===== src/design/dllrb_cfg.svh =====
// Purpose: Offsets, field positions, reset values and frame bit counts of the
//          delay-lock readback and clock configuration bank.
// Assumes: 15-bit register addresses, 8-bit registers.
// Notes:   Definitions only.
`ifndef DLLRB_CFG_SVH
`define DLLRB_CFG_SVH

// ----------------------------------------------------------------------
// Register offsets
// ----------------------------------------------------------------------
`define DLLRB_ADDR_W          15
`define DLLRB_OFS_STATUS      15'h0092
`define DLLRB_OFS_REQUEST     15'h0098
`define DLLRB_OFS_COARSE      15'h0099
`define DLLRB_OFS_FINE        15'h009A
`define DLLRB_OFS_PHASE       15'h009B
`define DLLRB_OFS_POLARITY    15'h009D
`define DLLRB_OFS_TEST        15'h00A0
`define DLLRB_OFS_INTERP      15'h0110

// ----------------------------------------------------------------------
// Field positions
// ----------------------------------------------------------------------
`define DLLRB_BIT_LOCKED      0
`define DLLRB_BIT_LOST        1
`define DLLRB_BIT_FAIL        2
`define DLLRB_BIT_REQUEST     0
`define DLLRB_BIT_INVERT      2
`define DLLRB_BIT_DUTY        1
`define DLLRB_BIT_CROSS       0
`define DLLRB_BIT_TEST_EN     7
`define DLLRB_COARSE_W        6
`define DLLRB_FINE_W          8
`define DLLRB_PHASE_W         5

// ----------------------------------------------------------------------
// Reset values
// ----------------------------------------------------------------------
`define DLLRB_RST_INVERT      1'h0
`define DLLRB_RST_DUTY        1'h1
`define DLLRB_RST_CROSS       1'h1
`define DLLRB_RST_TEST_EN     1'h0
`define DLLRB_RST_TEST_DIV    2'h0
`define DLLRB_RST_LANES       4'h8
`define DLLRB_RST_INTERP      4'h1

// ----------------------------------------------------------------------
// Serial frame counts
// ----------------------------------------------------------------------
`define DLLRB_CMD_BITS        5'h10
`define DLLRB_DATA_BITS       4'h8

`endif


===== src/design/dllrb_pkg.sv =====
// Purpose: Shared types of the delay-lock readback bank.
// Assumes: Used by the serial engine and the register bank.
// Notes:   Numbers live in dllrb_cfg.svh.
package dllrb_pkg;

  // Serial frame phases
  typedef enum logic [1:0] {
    DLLRB_IDLE,
    DLLRB_CMD,
    DLLRB_READ,
    DLLRB_WRITE
  } dllrb_state_t;

  typedef logic [14:0] dllrb_addr_t;
  typedef logic [7:0]  dllrb_byte_t;

endpackage


===== src/design/dllrb_reg_if.sv =====
// Purpose: Register access path between serial engine and register bank.
// Assumes: One clock; wr_stb is a one-cycle pulse.
// Notes:   rdata follows addr combinationally.
`timescale 1ns/1ns
`default_nettype none
interface dllrb_reg_if;
  import dllrb_pkg::*;
  dllrb_addr_t addr;
  dllrb_byte_t wdata;
  logic        wr_stb;
  dllrb_byte_t rdata;

  modport engine (output addr, output wdata, output wr_stb, input rdata);
  modport bank   (input addr, input wdata, input wr_stb, output rdata);
endinterface
`default_nettype wire


===== src/design/dllrb_spi.sv =====
// Purpose: Three-wire serial slave, 16-bit instruction then one data byte.
// Assumes: Serial clock far slower than ref_clk (at least 12 cycles a bit).
// Notes:   Bit 15 of the instruction set means read; MSB first.
`timescale 1ns/1ns
`default_nettype none
`include "dllrb_cfg.svh"
module dllrb_spi (
  input  wire logic      ref_clk,
  input  wire logic      reset,
  input  wire logic      spi_sclk,
  input  wire logic      spi_cs_n,
  input  wire logic      spi_sdio_in,
  output var  logic      spi_sdio_out,
  output var  logic      spi_sdio_oe,
  dllrb_reg_if.engine    regs
);
  import dllrb_pkg::*;

  logic [2:0]   s1_q, s2_q, s3_q, qual_q;
  logic         sclk_prev_q;
  logic         rise, fall, cs_act;
  dllrb_state_t state_q;
  logic [4:0]   cnt_q;
  logic [15:0]  cmd_q;
  logic [7:0]   sr_q;
  logic [3:0]   dcnt_q;

  // --------------------------------------------------------------------
  // Pin synchronisers: pins are {sclk, cs_n, sdio}
  // --------------------------------------------------------------------
  always_ff @(posedge ref_clk or posedge reset) begin
    if (reset) begin
      s1_q   <= 3'h2;
      s2_q   <= 3'h2;
      s3_q   <= 3'h2;
      qual_q <= 3'h2;
    end else begin
      s1_q   <= {spi_sclk, spi_cs_n, spi_sdio_in};
      s2_q   <= s1_q;
      s3_q   <= s2_q;
      qual_q <= (s3_q & ~(s2_q ^ s3_q)) | (qual_q & (s2_q ^ s3_q)); // Accept once stable
    end
  end

  always_ff @(posedge ref_clk or posedge reset) begin
    if (reset) sclk_prev_q <= 1'h0;
    else       sclk_prev_q <= qual_q[2];
  end

  assign cs_act = ~qual_q[1];
  assign rise   = cs_act & qual_q[2] & ~sclk_prev_q;
  assign fall   = cs_act & ~qual_q[2] & sclk_prev_q;

  // --------------------------------------------------------------------
  // Frame sequencer
  // --------------------------------------------------------------------
  always_ff @(posedge ref_clk or posedge reset) begin
    if (reset) begin
      state_q      <= DLLRB_IDLE;
      cnt_q        <= 5'h00;
      cmd_q        <= 16'h0000;
      dcnt_q       <= 4'h0;
      sr_q         <= 8'h00;
      regs.addr    <= '0;
      regs.wdata   <= 8'h00;
      regs.wr_stb  <= 1'h0;
      spi_sdio_out <= 1'h0;
      spi_sdio_oe  <= 1'h0;
    end else begin
      regs.wr_stb <= 1'h0;
      if (!cs_act) begin
        state_q     <= DLLRB_IDLE;
        cnt_q       <= 5'h00;
        dcnt_q      <= 4'h0;
        spi_sdio_oe <= 1'h0;
      end else begin
        unique case (state_q)
          DLLRB_IDLE: begin
            state_q <= DLLRB_CMD;
          end
          DLLRB_CMD: if (rise) begin
            cmd_q <= {cmd_q[14:0], qual_q[0]};
            cnt_q <= cnt_q + 5'h01;
            if (cnt_q == `DLLRB_CMD_BITS - 5'h01) begin
              regs.addr <= {cmd_q[13:0], qual_q[0]};
              state_q   <= cmd_q[14] ? DLLRB_READ : DLLRB_WRITE;
            end
          end
          DLLRB_READ: if (fall && dcnt_q < `DLLRB_DATA_BITS) begin
            // First falling edge loads the byte, later ones shift it
            spi_sdio_oe  <= 1'h1;
            spi_sdio_out <= (dcnt_q == 4'h0) ? regs.rdata[7] : sr_q[7];
            sr_q         <= (dcnt_q == 4'h0) ? {regs.rdata[6:0], 1'h0} : {sr_q[6:0], 1'h0};
            dcnt_q       <= dcnt_q + 4'h1;
          end else if (rise && dcnt_q == `DLLRB_DATA_BITS) begin
            spi_sdio_oe <= 1'h0;
          end
          DLLRB_WRITE: if (rise && dcnt_q < `DLLRB_DATA_BITS) begin
            sr_q   <= {sr_q[6:0], qual_q[0]};
            dcnt_q <= dcnt_q + 4'h1;
            if (dcnt_q == `DLLRB_DATA_BITS - 4'h1) begin
              regs.wdata  <= {sr_q[6:0], qual_q[0]};
              regs.wr_stb <= 1'h1;
            end
          end
        endcase
      end
    end
  end

endmodule // dllrb_spi
`default_nettype wire


===== src/design/dllrb_top.sv =====
// Purpose: Delay-lock readback snapshots and digital clock configuration.
// Assumes: Loop values and lock flags come from logic on ref_clk.
// Notes:   Registers reached over the three-wire configuration port.
//
// Overview of operation
// - A zero-to-one write of the request bit captures coarse, fine, phase.
// - Coarse snapshot: 6 read-only bits low, upper two zero, resets zero.
// - Fine snapshot: full 8-bit read-only register, resets zero.
// - Invert bit 2 flips the digital clock polarity; resets to 0.
// - Duty-cycle correction enable in bit 1, resets to 1.
// - Cross control enable in bit 0, resets to 1.
// - Test clock output enable in bit 7, resets to 0.
// - Two-bit test clock divider select in bits 1:0, resets to 0.
// - Lane count in bits 7:4 of interpolation register, resets to 8.
// - Status shows lock achieved, lock lost, lock failed in bits 0-2.
`timescale 1ns/1ns
`default_nettype none
`include "dllrb_cfg.svh"
module dllrb_top (
  input  wire logic                          ref_clk,
  input  wire logic                          reset,
  input  wire logic                          spi_sclk,
  input  wire logic                          spi_cs_n,
  input  wire logic                          spi_sdio_in,
  output var  logic                          spi_sdio_out,
  output var  logic                          spi_sdio_oe,
  input  wire logic [`DLLRB_COARSE_W-1:0]    dll_coarse_in,
  input  wire logic [`DLLRB_FINE_W-1:0]      dll_fine_in,
  input  wire logic [`DLLRB_PHASE_W-1:0]     dll_phase_in,
  input  wire logic                          dll_lock_in,
  input  wire logic                          dll_fail_in,
  input  wire logic                          dll_clk_in,
  output var  logic                          digital_clk_out,
  output var  logic                          digital_clock_invert,
  output var  logic                          duty_cycle_correct_on,
  output var  logic                          cross_control_on,
  output var  logic                          test_clk_en,
  output var  logic [1:0]                    test_clk_div,
  output var  logic                          test_clk_out,
  output var  logic [3:0]                    lane_count,
  output var  logic [3:0]                    interpolation_factor_select
);
  import dllrb_pkg::*;

  dllrb_reg_if regs ();

  logic                       req_q;
  logic                       req_prev_q;
  logic [`DLLRB_COARSE_W-1:0] coarse_delay_snapshot_q;
  logic [`DLLRB_FINE_W-1:0]   fine_delay_snapshot_q;
  logic [`DLLRB_PHASE_W-1:0]  phase_snapshot_q;
  logic                       lock_achieved_flag_q;
  logic                       lock_lost_q;
  logic                       lock_fail_q;
  logic                       locked_prev_q;
  logic [2:0]                 div_cnt_q;
  logic                       div_tick;
  logic                       wr_hit_status;

  // ----------------------------------------------------------------------
  // Serial configuration port
  // ----------------------------------------------------------------------
  // Serial engine turns frames into register reads and write strobes
  dllrb_spi u_spi (
    .ref_clk      (ref_clk),
    .reset        (reset),
    .spi_sclk     (spi_sclk),
    .spi_cs_n     (spi_cs_n),
    .spi_sdio_in  (spi_sdio_in),
    .spi_sdio_out (spi_sdio_out),
    .spi_sdio_oe  (spi_sdio_oe),
    .regs         (regs.engine)
  );

  // ----------------------------------------------------------------------
  // Snapshot request bit and its edge history
  // ----------------------------------------------------------------------
  // Request bit as written, and its value one cycle ago
  always_ff @(posedge ref_clk or posedge reset) begin
    if (reset) begin
      req_q      <= 1'h0;
      req_prev_q <= 1'h0;
    end else begin
      if (regs.wr_stb && regs.addr == `DLLRB_OFS_REQUEST)
        req_q <= regs.wdata[`DLLRB_BIT_REQUEST];
      req_prev_q <= req_q;
    end
  end

  // Capture the loop values on a rising request
  always_ff @(posedge ref_clk or posedge reset) begin
    if (reset) begin
      coarse_delay_snapshot_q <= '0;
      fine_delay_snapshot_q   <= '0;
      phase_snapshot_q        <= '0;
    end else if (req_q && !req_prev_q) begin
      coarse_delay_snapshot_q <= dll_coarse_in;
      fine_delay_snapshot_q   <= dll_fine_in;
      phase_snapshot_q        <= dll_phase_in;
    end
  end

  // ----------------------------------------------------------------------
  // Lock status; lost flag is sticky, cleared by writing one
  // ----------------------------------------------------------------------
  assign wr_hit_status = regs.wr_stb && regs.addr == `DLLRB_OFS_STATUS;

  // Levels follow the loop one cycle late; loss seen against the delayed copy
  always_ff @(posedge ref_clk or posedge reset) begin
    if (reset) begin
      lock_achieved_flag_q <= 1'h0;
      lock_fail_q          <= 1'h0;
      locked_prev_q        <= 1'h0;
      lock_lost_q          <= 1'h0;
    end else begin
      lock_achieved_flag_q <= dll_lock_in;
      lock_fail_q          <= dll_fail_in;
      locked_prev_q        <= dll_lock_in;
      // New loss wins over a clear in the same cycle
      if (locked_prev_q && !dll_lock_in)
        lock_lost_q <= 1'h1;
      else if (wr_hit_status && regs.wdata[`DLLRB_BIT_LOST])
        lock_lost_q <= 1'h0;
    end
  end

  // ----------------------------------------------------------------------
  // Writable configuration
  // ----------------------------------------------------------------------
  // Polarity, duty-cycle correction and cross-control enables
  always_ff @(posedge ref_clk or posedge reset) begin
    if (reset) begin
      digital_clock_invert  <= `DLLRB_RST_INVERT;
      duty_cycle_correct_on <= `DLLRB_RST_DUTY;
      cross_control_on      <= `DLLRB_RST_CROSS;
    end else if (regs.wr_stb && regs.addr == `DLLRB_OFS_POLARITY) begin
      digital_clock_invert  <= regs.wdata[`DLLRB_BIT_INVERT];
      duty_cycle_correct_on <= regs.wdata[`DLLRB_BIT_DUTY];
      cross_control_on      <= regs.wdata[`DLLRB_BIT_CROSS];
    end
  end

  // Test clock enable and divider select
  always_ff @(posedge ref_clk or posedge reset) begin
    if (reset) begin
      test_clk_en  <= `DLLRB_RST_TEST_EN;
      test_clk_div <= `DLLRB_RST_TEST_DIV;
    end else if (regs.wr_stb && regs.addr == `DLLRB_OFS_TEST) begin
      test_clk_en  <= regs.wdata[`DLLRB_BIT_TEST_EN];
      test_clk_div <= regs.wdata[1:0];
    end
  end

  // Lane count is stored as written; software keeps it still in operation
  always_ff @(posedge ref_clk or posedge reset) begin
    if (reset) begin
      lane_count                  <= `DLLRB_RST_LANES;
      interpolation_factor_select <= `DLLRB_RST_INTERP;
    end else if (regs.wr_stb && regs.addr == `DLLRB_OFS_INTERP) begin
      lane_count                  <= regs.wdata[7:4];
      interpolation_factor_select <= regs.wdata[3:0];
    end
  end

  // ----------------------------------------------------------------------
  // Digital clock polarity
  // ----------------------------------------------------------------------
  // Registered pass-through, inverted when the invert bit is set
  always_ff @(posedge ref_clk or posedge reset) begin
    if (reset) digital_clk_out <= 1'h0;
    else       digital_clk_out <= dll_clk_in ^ digital_clock_invert;
  end

  // ----------------------------------------------------------------------
  // Test clock: toggles on a divider tick every 2^div cycles
  // ----------------------------------------------------------------------
  // Free-running divider counter
  always_ff @(posedge ref_clk or posedge reset) begin
    if (reset) div_cnt_q <= 3'h0;
    else       div_cnt_q <= div_cnt_q + 3'h1;
  end

  // One-cycle tick every 1, 2, 4 or 8 cycles
  always_comb begin
    unique case (test_clk_div)
      2'h0: div_tick = 1'h1;
      2'h1: div_tick = (div_cnt_q[0] == 1'h1);
      2'h2: div_tick = (div_cnt_q[1:0] == 2'h3);
      2'h3: div_tick = (div_cnt_q == 3'h7);
    endcase
  end

  // Toggle on each tick while enabled, parked low otherwise
  always_ff @(posedge ref_clk or posedge reset) begin
    if (reset)              test_clk_out <= 1'h0;
    else if (!test_clk_en)  test_clk_out <= 1'h0;
    else if (div_tick)      test_clk_out <= ~test_clk_out;
  end

  // ----------------------------------------------------------------------
  // Read multiplexer; unmapped and reserved bits read zero
  // ----------------------------------------------------------------------
  // Address decode of the read data, live from the registers
  always_comb begin
    unique case (regs.addr)
      `DLLRB_OFS_STATUS:   regs.rdata = {5'h00, lock_fail_q, lock_lost_q,
                                         lock_achieved_flag_q};
      `DLLRB_OFS_REQUEST:  regs.rdata = {7'h00, req_q};
      `DLLRB_OFS_COARSE:   regs.rdata = {2'h0, coarse_delay_snapshot_q};
      `DLLRB_OFS_FINE:     regs.rdata = fine_delay_snapshot_q;
      `DLLRB_OFS_PHASE:    regs.rdata = {3'h0, phase_snapshot_q};
      `DLLRB_OFS_POLARITY: regs.rdata = {5'h00, digital_clock_invert,
                                         duty_cycle_correct_on, cross_control_on};
      `DLLRB_OFS_TEST:     regs.rdata = {test_clk_en, 5'h00, test_clk_div};
      `DLLRB_OFS_INTERP:   regs.rdata = {lane_count, interpolation_factor_select};
      default:             regs.rdata = 8'h00;
    endcase
  end

endmodule // dllrb_top
`default_nettype wire


===== config.mk =====
export PLATFORM = sky130hd
export DESIGN_NAME = dllrb_top
export DESIGN_NICKNAME = d
export VERILOG_FILES = /design/src/design/dllrb_pkg.sv /design/src/design/dllrb_reg_if.sv /design/src/design/dllrb_spi.sv /design/src/design/dllrb_top.sv
export VERILOG_INCLUDE_DIRS = /design/src /design/src/design
export SDC_FILE = /design/constraint.sdc
export NUM_CORES = 1
export LEC_CHECK = 0
export ABC_AREA = 1
export BUFFER_PORTS_ARGS = -buffer_cell sky130_fd_sc_hd__buf_2
export CAP_MARGIN = 0
export CORE_ASPECT_RATIO = 1.25
export CORE_UTILIZATION = 43
export CTS_BUF_LIST = sky130_fd_sc_hd__clkbuf_4
export CTS_CLUSTER_DIAMETER = 100
export DETAILED_ROUTE_END_ITERATION = 6
export GPL_ROUTABILITY_DRIVEN = 0
export GPL_TIMING_DRIVEN = 0
export SYNTH_ARGS = -nofsm -noshare
export SYNTH_HDL_FRONTEND = slang
export SYNTH_SLANG_ARGS = --single-unit

===== constraint.sdc =====
create_clock -name ref_clk -period 4.19 [get_ports ref_clk]
set_input_delay 0.838 -clock ref_clk [delete_from_list [all_inputs] [get_ports ref_clk]]
set_output_delay 0.838 -clock ref_clk [all_outputs]
set_load 0.05 [all_outputs]

==> results of run 1 <==
routing by layer:
| metal | wire length, um | up-vias |
|---|---|---|
| li1 | - | 1930 |
| met1 | 4760 | 1779 |
| met2 | 5420 | 78 |
| met3 | 374 | 26 |
| met4 | 346 | 0 |
| met5 | 0 | - |
cell usage in the layout, fill, tap and decap left out, types with 8 or more instances in the layout:
cell      count
mux2_2       24
inv_1        53
inv_2         9
o21ai_0      52
nor2_2       10
nor2_1       38
nand3_1      41
nand2_1     111
clkbuf_4     23
dfrtp_1     108
o21ai_1       8
nor2_4       14
buf_2        49
a21oi_1      13
dfstp_2       8
nand2_2      11
final cells by class:
cell class                 instances  area, um2
timing repair buffer              45        248
clock inverter                     9       38.8
tap                              161        201
fill                            1172       5840
buffer                            14       88.8
inverter                          63        241
multi-input combinational        360       2040
sequential                       116       2910
clock buffer                      23        173
flip-flops by register name, summed over array words and instances, names as in the netlist, 2 cells and up, named ones only:
name / flops
coarse_delay_snapshot_q: 6
interpolation_factor_select: 4
lane_count: 4
u_spi.cmd_q: 15
u_spi.regs.addr: 15
u_spi.dcnt_q: 4
u_spi.cnt_q: 5
u_spi.s1_q: 3
u_spi.s3_q: 3
fine_delay_snapshot_q: 8
u_spi.s2_q: 3
u_spi.state_q: 2
u_spi.sr_q: 8
test_clk_div: 2
u_spi.regs.wdata: 8
phase_snapshot_q: 5
div_cnt_q: 3
power groups by stage:
stage	logic, mW	registers [mW]	clock network, mW
after floorplan	0.0780	1.22	0
after CTS	0.118	1.21	0.669
after detailed placement	0.117	1.23	0
after global routing	0.135	1.21	0.722
after global placement	0.108	1.23	0
final	0.115	1.20	0.642
cells by family (layout without fill, tap and decap cells):
logic type | Yosys count | after routing | share of synthesized area, %
AND/OR/NAND/NOR | 238 | 238 | 22.1
flip-flops | 116 | 116 | 55.2
AO/OA/AOI/OAI | 86 | 86 | 8.82
buffers and inverters | 77 | 154 | 6.16
multiplexers | 25 | 25 | 5.40
adder cells (fa/ha/maj) | 9 | 9 | 1.99
XOR/XNOR | 2 | 2 | 0.332
per-stage QoR:
stage | area, um2 | std cells | power (mW) | setup TNS [ps]
after floorplan | 5280 | 553 | 1.30 | 0
after global placement | 5700 | 758 | 1.33 | -109610
after detailed placement | 5730 | 759 | 1.34 | 0
after CTS | 5950 | 791 | 1.99 | 0
after global routing | 5950 | 791 | 2.07 | 0
final | 5950 | 791 | 1.96 | 0
how the worst max path moves through the flow:
stage | to | depth (start not counted) | start
finish | interpolation_factor_select[0] | 1 | interpolation_factor_select[0]
global route | interpolation_factor_select[0] | 1 | interpolation_factor_select[0]
CTS | cross_control_on | 1 | cross_control_on
detailed placement | test_clk_en | 6 | u_spi.regs.addr[2]
global placement | digital_clock_invert | 2 | reset
floorplan | asynchronous set/reset pin | 1 | reset
==> qor.yml, run 1 <==
timing.slew.headroom_pct: 65.4
clk_pin_slew_ps: 90
core_area_um2: 11800
end_kind: "primary output"
yosys-top-cells-count: "nand2_1 (111), dfrtp_1 (108), inv_1 (54)"
worst_path_largest_cell_delay_ps: 560
async_flop_share_pct: 100
numClockSinks: 116
finalNetCount: 650
yosys.area.top_type: "dfrtp_1"
outcome: "completed"
crit_type: "reg -> out"
met3_usage_pct: 4.66
ys_types: 36
whs_ps: 344
worst_pin_slew_ps: 519
initialDrtViolationCount: 173
rows: 44
synth.most_common_cell: "nand2_1"
synth-edff-count: 0
routedWlPerCell_um: 13.8
overflow: 0
io_buffer_count: 44
post-dp-hpwl_um: 8070
wl_um: 10900
grtUsageMet1_pct: 22.8
hold_class: "in -> async"
fmax_ghz: 0.458
leakagePower_nw: 2.94
antenna_found_initial: 0
die_h_um: 126
path_buf_inv: 1
area_growth_pct: 12.6
power.net_switching_uw: 488
hold_buffers: 0
die_x_um: 101
drtPass1Iterations: 4
n_antenna_cell: 0
crit_chain: "buf_2"
seq_area_frac_synth_pct: 55.2
cp_max_fo: 3
path_delay_family: "flip-flops"
r2r_slack_ps: 2480
grt_pass1_wl_um: 18500
ir_worst_vdd_v: 0.000179
yosysTopAreaCellShare_pct: 51.2
use_met2_pct: 32.4
grt_max_degree: 67
rsz0062_at_grt: "false"
synthTopCellsByArea: "dfrtp_1 (51%), nand2_1 (7.9%), mux2_2 (5.1%), o21ai_0 (4.9%), dfstp_2 (4.0%)"
cts-htree-levels: 4
ys_ff_latch: 116
setup_ws_ps: 2010
avgSynthCellArea_um2: 9.55
critical_path_arrival_ps: 1340
grt_pass1_vias: 3865
powerDensity_nw_per_um2: 330
cap_violations: 0
ys_warn_count: 0
cts_buffer_depth: 2
swShare_pct: 24.9
final_util_pct: 50.5
syn_nets: 586
post_cts_buffers: 0
insertion_delay_ps: 520
slew_violations: 0
viasPerCell: 4.82
cp-start-kind: "flop"
setup_viol_count_final: 0
start_util_pct: 44.8
num_vias: 3813
period_share_pct: 52.1
skew_ps: 11.8
regToRegStartpoint: "u_spi.regs.addr[6]"
pwr-share-clk_pct: 32.7
clock-root-buffer: "clkbuf_4"
synth_flop_cell: "dfrtp_1"
netlist_area_um2: 5280
grt-busiest-layer: "met2"
seq_power_share_pct: 61.4
cts_resized: 0
hold_viol: 0
pre_cts_slack_ps: 2490
cp_slowest_cell: "dfstp_2"
comb_power_share_pct: 5.8
final_layout_size_suffix_gt1_share_pct: 27.3
required_ps: 3350
r2r_end: "test_clk_en"
fin_crit_ps: 2180
track_usage_pct: 19.3
p_int_mw: 1.47
r2r_cells: 6
io_pins: 45
drc: 0
cts_tree: "yes"
syn_inst: 553
cts_inserted_buffers: 17
die_area_um2: 12700
ant_nets: 0
Power figures use the tool's default switching activity.
==> inputs of run 2 (changes only) <==
ABC_AREA = 0   (was 1)
clock period = 1.9 ns   (was 4.19 ns; I/O delays follow)
==> qor.yml, run 2 <==
outcome: "finished with violations"
violations: "design-rule violations"
critical_path_arrival_ps: 2270  # +930 ps
r2r_end: "u_spi.sr_q[5]"
fin_setup_tns_ps: 0  # unchanged
ir_worst_vdd_v: 0.000403  # +130%
worst_pin_slew_ps: 759  # +240 ps
powerDensity_nw_per_um2: 809  # +150%
drc: 5  # +5
core_area_um2: 11200  # -5.0%
ys_types: 64  # +78%
cts_inserted_buffers: 17  # unchanged
die_h_um: 122  # -2.9%
skew_ps: 17.1  # +5.29 ps
fmax_ghz: 0.536
period_share_pct: 98.3
numClockSinks: 116  # unchanged
slew_violations: 0  # unchanged
syn_nets: 421  # -28%
layout_common_cells: "dfrtp_1 (107), mux2_2 (57), buf_2 (46), nand2_1 (38), nor2_1 (21)"
insertion_delay_ps: 500  # -20 ps
end_kind: "flop"
cts_buffer_depth: 2  # unchanged
syn_inst: 388  # -30%
die_area_um2: 12000  # -5.6%
overflow: 0  # unchanged
initialDrtViolationCount: 104  # -40%
crit_type: "reg -> reg"
die_x_um: 98.2  # -2.8%
clock-root-buffer: "clkbuf_4"
finalNetCount: 495  # -24%
timing.slew.headroom_pct: 49.3  # -16 points
netlist_area_um2: 4980  # -5.7%
synthTopCellsByArea: "dfrtp_1 (54%), mux2_2 (13%), dfstp_2 (4.2%), nand2_1 (3.0%), mux2_4 (2.7%)"
num_vias: 3276  # -14%
final_common_cell: "dfrtp_1"
synth_flop_cell: "dfrtp_1"
cts_tree: "yes"
async_flop_share_pct: 100  # unchanged
reg_top3: "u_spi.cmd_q (15), u_spi.regs.addr (15)"
antenna_found_initial: 1  # +1
r2r_slack_ps: 30  # -2450 ps
cp-start-kind: "flop"
grt_pass1_wl_um: 17000  # -8.3%
leakagePower_nw: 2.93  # -0.26%
ant_nets: 0  # unchanged
io_buffer_count: 44  # unchanged
wl_um: 10200  # -6.8%
ys_ff_latch: 116  # unchanged
cp_max_fo: 5  # +2
synth.most_common_cell: "dfrtp_1"
io_pins: 45  # unchanged
routedWlPerCell_um: 16.6  # +21%
setup_viol_count_final: 0  # unchanged
grt_max_degree: 44  # -34%
avgSynthCellArea_um2: 12.8  # +34%
seq_area_frac_synth_pct: 58.5  # +3.3 points
start_util_pct: 44.5  # -0.33 points
yosysTopAreaCellShare_pct: 54.3  # +3.1 points
finalPower_mw: 4.79  # +140%
hold_viol: 0  # unchanged
cap_violations: 0  # unchanged
track_usage_pct: 18.6  # -0.65 points
fillCellCount: 980  # -16%
yosys.area.top_type: "dfrtp_1"
post-dp-hpwl_um: 7120  # -12%
ys_warn_count: 0  # unchanged
multiInputGateArea_um2: 2060  # +0.92%
yosys-top-cells-count: "dfrtp_1 (108), mux2_2 (57), nand2_1 (40)"
regToRegStartpoint: "u_spi.regs.addr[10]"
rsz0062_at_grt: "true"
r2r_cells: 6  # unchanged
drtPass1Iterations: 7  # +3
cp-endpoint: "u_spi.sr_q[5]"
area_growth_pct: 18.9
clk_pin_slew_ps: 100  # about the same
cts-htree-levels: 4  # unchanged
viasPerCell: 5.36  # +11%
required_ps: 2300  # -1050 ps
regArea_um2: 2910  # about the same
hold_class: "in -> reg"
final_layout_size_suffix_gt1_share_pct: 40.2  # +13 points
rows: 43  # -2.3%
setup.worst_path.start: "u_spi.regs.addr[10]"
fin_crit_ps: 1870
synth-edff-count: 0  # unchanged
grt_pass1_vias: 3372  # -13%
==> run 2: cell types whose count changed in the layout (fill, tap and decap cells not counted), moves of 9 or more <==
cell and change:
nand2_2 -9, inv_1 -45, nor2_1 -17, nand2_1 -73, o21ai_0 -48, mux2_2 +33, nand3_1 -38, nor2_4 -12
==> run 2: logic make-up after synthesis <==
| kind of cell | share of synthesized area [%] |
|---|---|
| adder cells (fa/ha/maj) | 2.11 |
| AND/OR/NAND/NOR | 11.7 |
| buffers and inverters | 2.16 |
| AO/OA/AOI/OAI | 7.84 |
| XOR/XNOR | 1.23 |
| multiplexers | 16.5 |
| flip-flops | 58.5 |
==> run 2: metrics by stage <==
stage	hold WS, ps	instance area (um2)	util [%]	cells	setup WS, ps
floorplan	331	4980	-	388	56.6
global placement	334	5370	48.0	567	-624
detailed placement	336	5410	48.4	569	-473
CTS	3.06	5840	52.1	608	-13.0
global route	8.40	5920	52.9	611	-68.3
finish	51.5	5920	52.9	611	33.1
==> run 2: worst max-delay path, cell delays in order (launching register included) <==
cell	delay (ps)
dfrtp_1	420
nor4_4	420
nand4b_1	180
buf_4	190
nor3_4	170
a222oi_1	150
o31ai_1	240
==> run 2: worst min-delay path by stage <==
stage,from,end,depth (start not counted)
after floorplan,u_spi.s1_q[0],u_spi.s2_q[0],0
after global placement,u_spi.s1_q[2],u_spi.s2_q[2],0
after detailed placement,u_spi.s1_q[0],u_spi.s2_q[0],0
after CTS,dll_clk_in,digital_clk_out,2
after global routing,dll_clk_in,digital_clk_out,2
final,dll_clk_in,digital_clk_out,2
==> run 2: per-layer routing <==
| metal | track usage, % | wire length (um) | up-vias |
|---|---|---|---|
| li1 | - | - | 1554 |
| met1 | 22.1 | 4360 | 1617 |
| met2 | 30.9 | 5080 | 77 |
| met3 | 4.90 | 369 | 28 |
| met4 | 10.6 | 342 | 0 |
| met5 | 0 | 0 | - |
==> run 2: repair_timing <==
| action | 4_1_cts | 5_1_grt |
|---|---|---|
| hold buffers | 6 | 0 |
| endpoints found under the setup margin | 49 | 25 |
| pin swaps | 2 | 6 |
| resized for setup | 13 | 19 |
| hold endpoints to repair | 38 | 0 |
| setup buffers | 2 | 3 |
==> run 2: cell type report <==
cell class | instances | area share [%]
sequential | 116 | 49.2
multi-input combinational | 249 | 34.8
timing repair buffer | 57 | 6.04
tap | 135 | 2.85
clock inverter | 13 | 2.77
clock buffer | 19 | 2.41
buffer | 11 | 1.16
inverter | 10 | 0.697
antenna | 1 | 0.0423
==> run 2: power by group <==
part,internal (mW),switching [mW]
Sequential,2.56,0.0686
Combinational,0.113,0.110
Clock,1.05,0.894
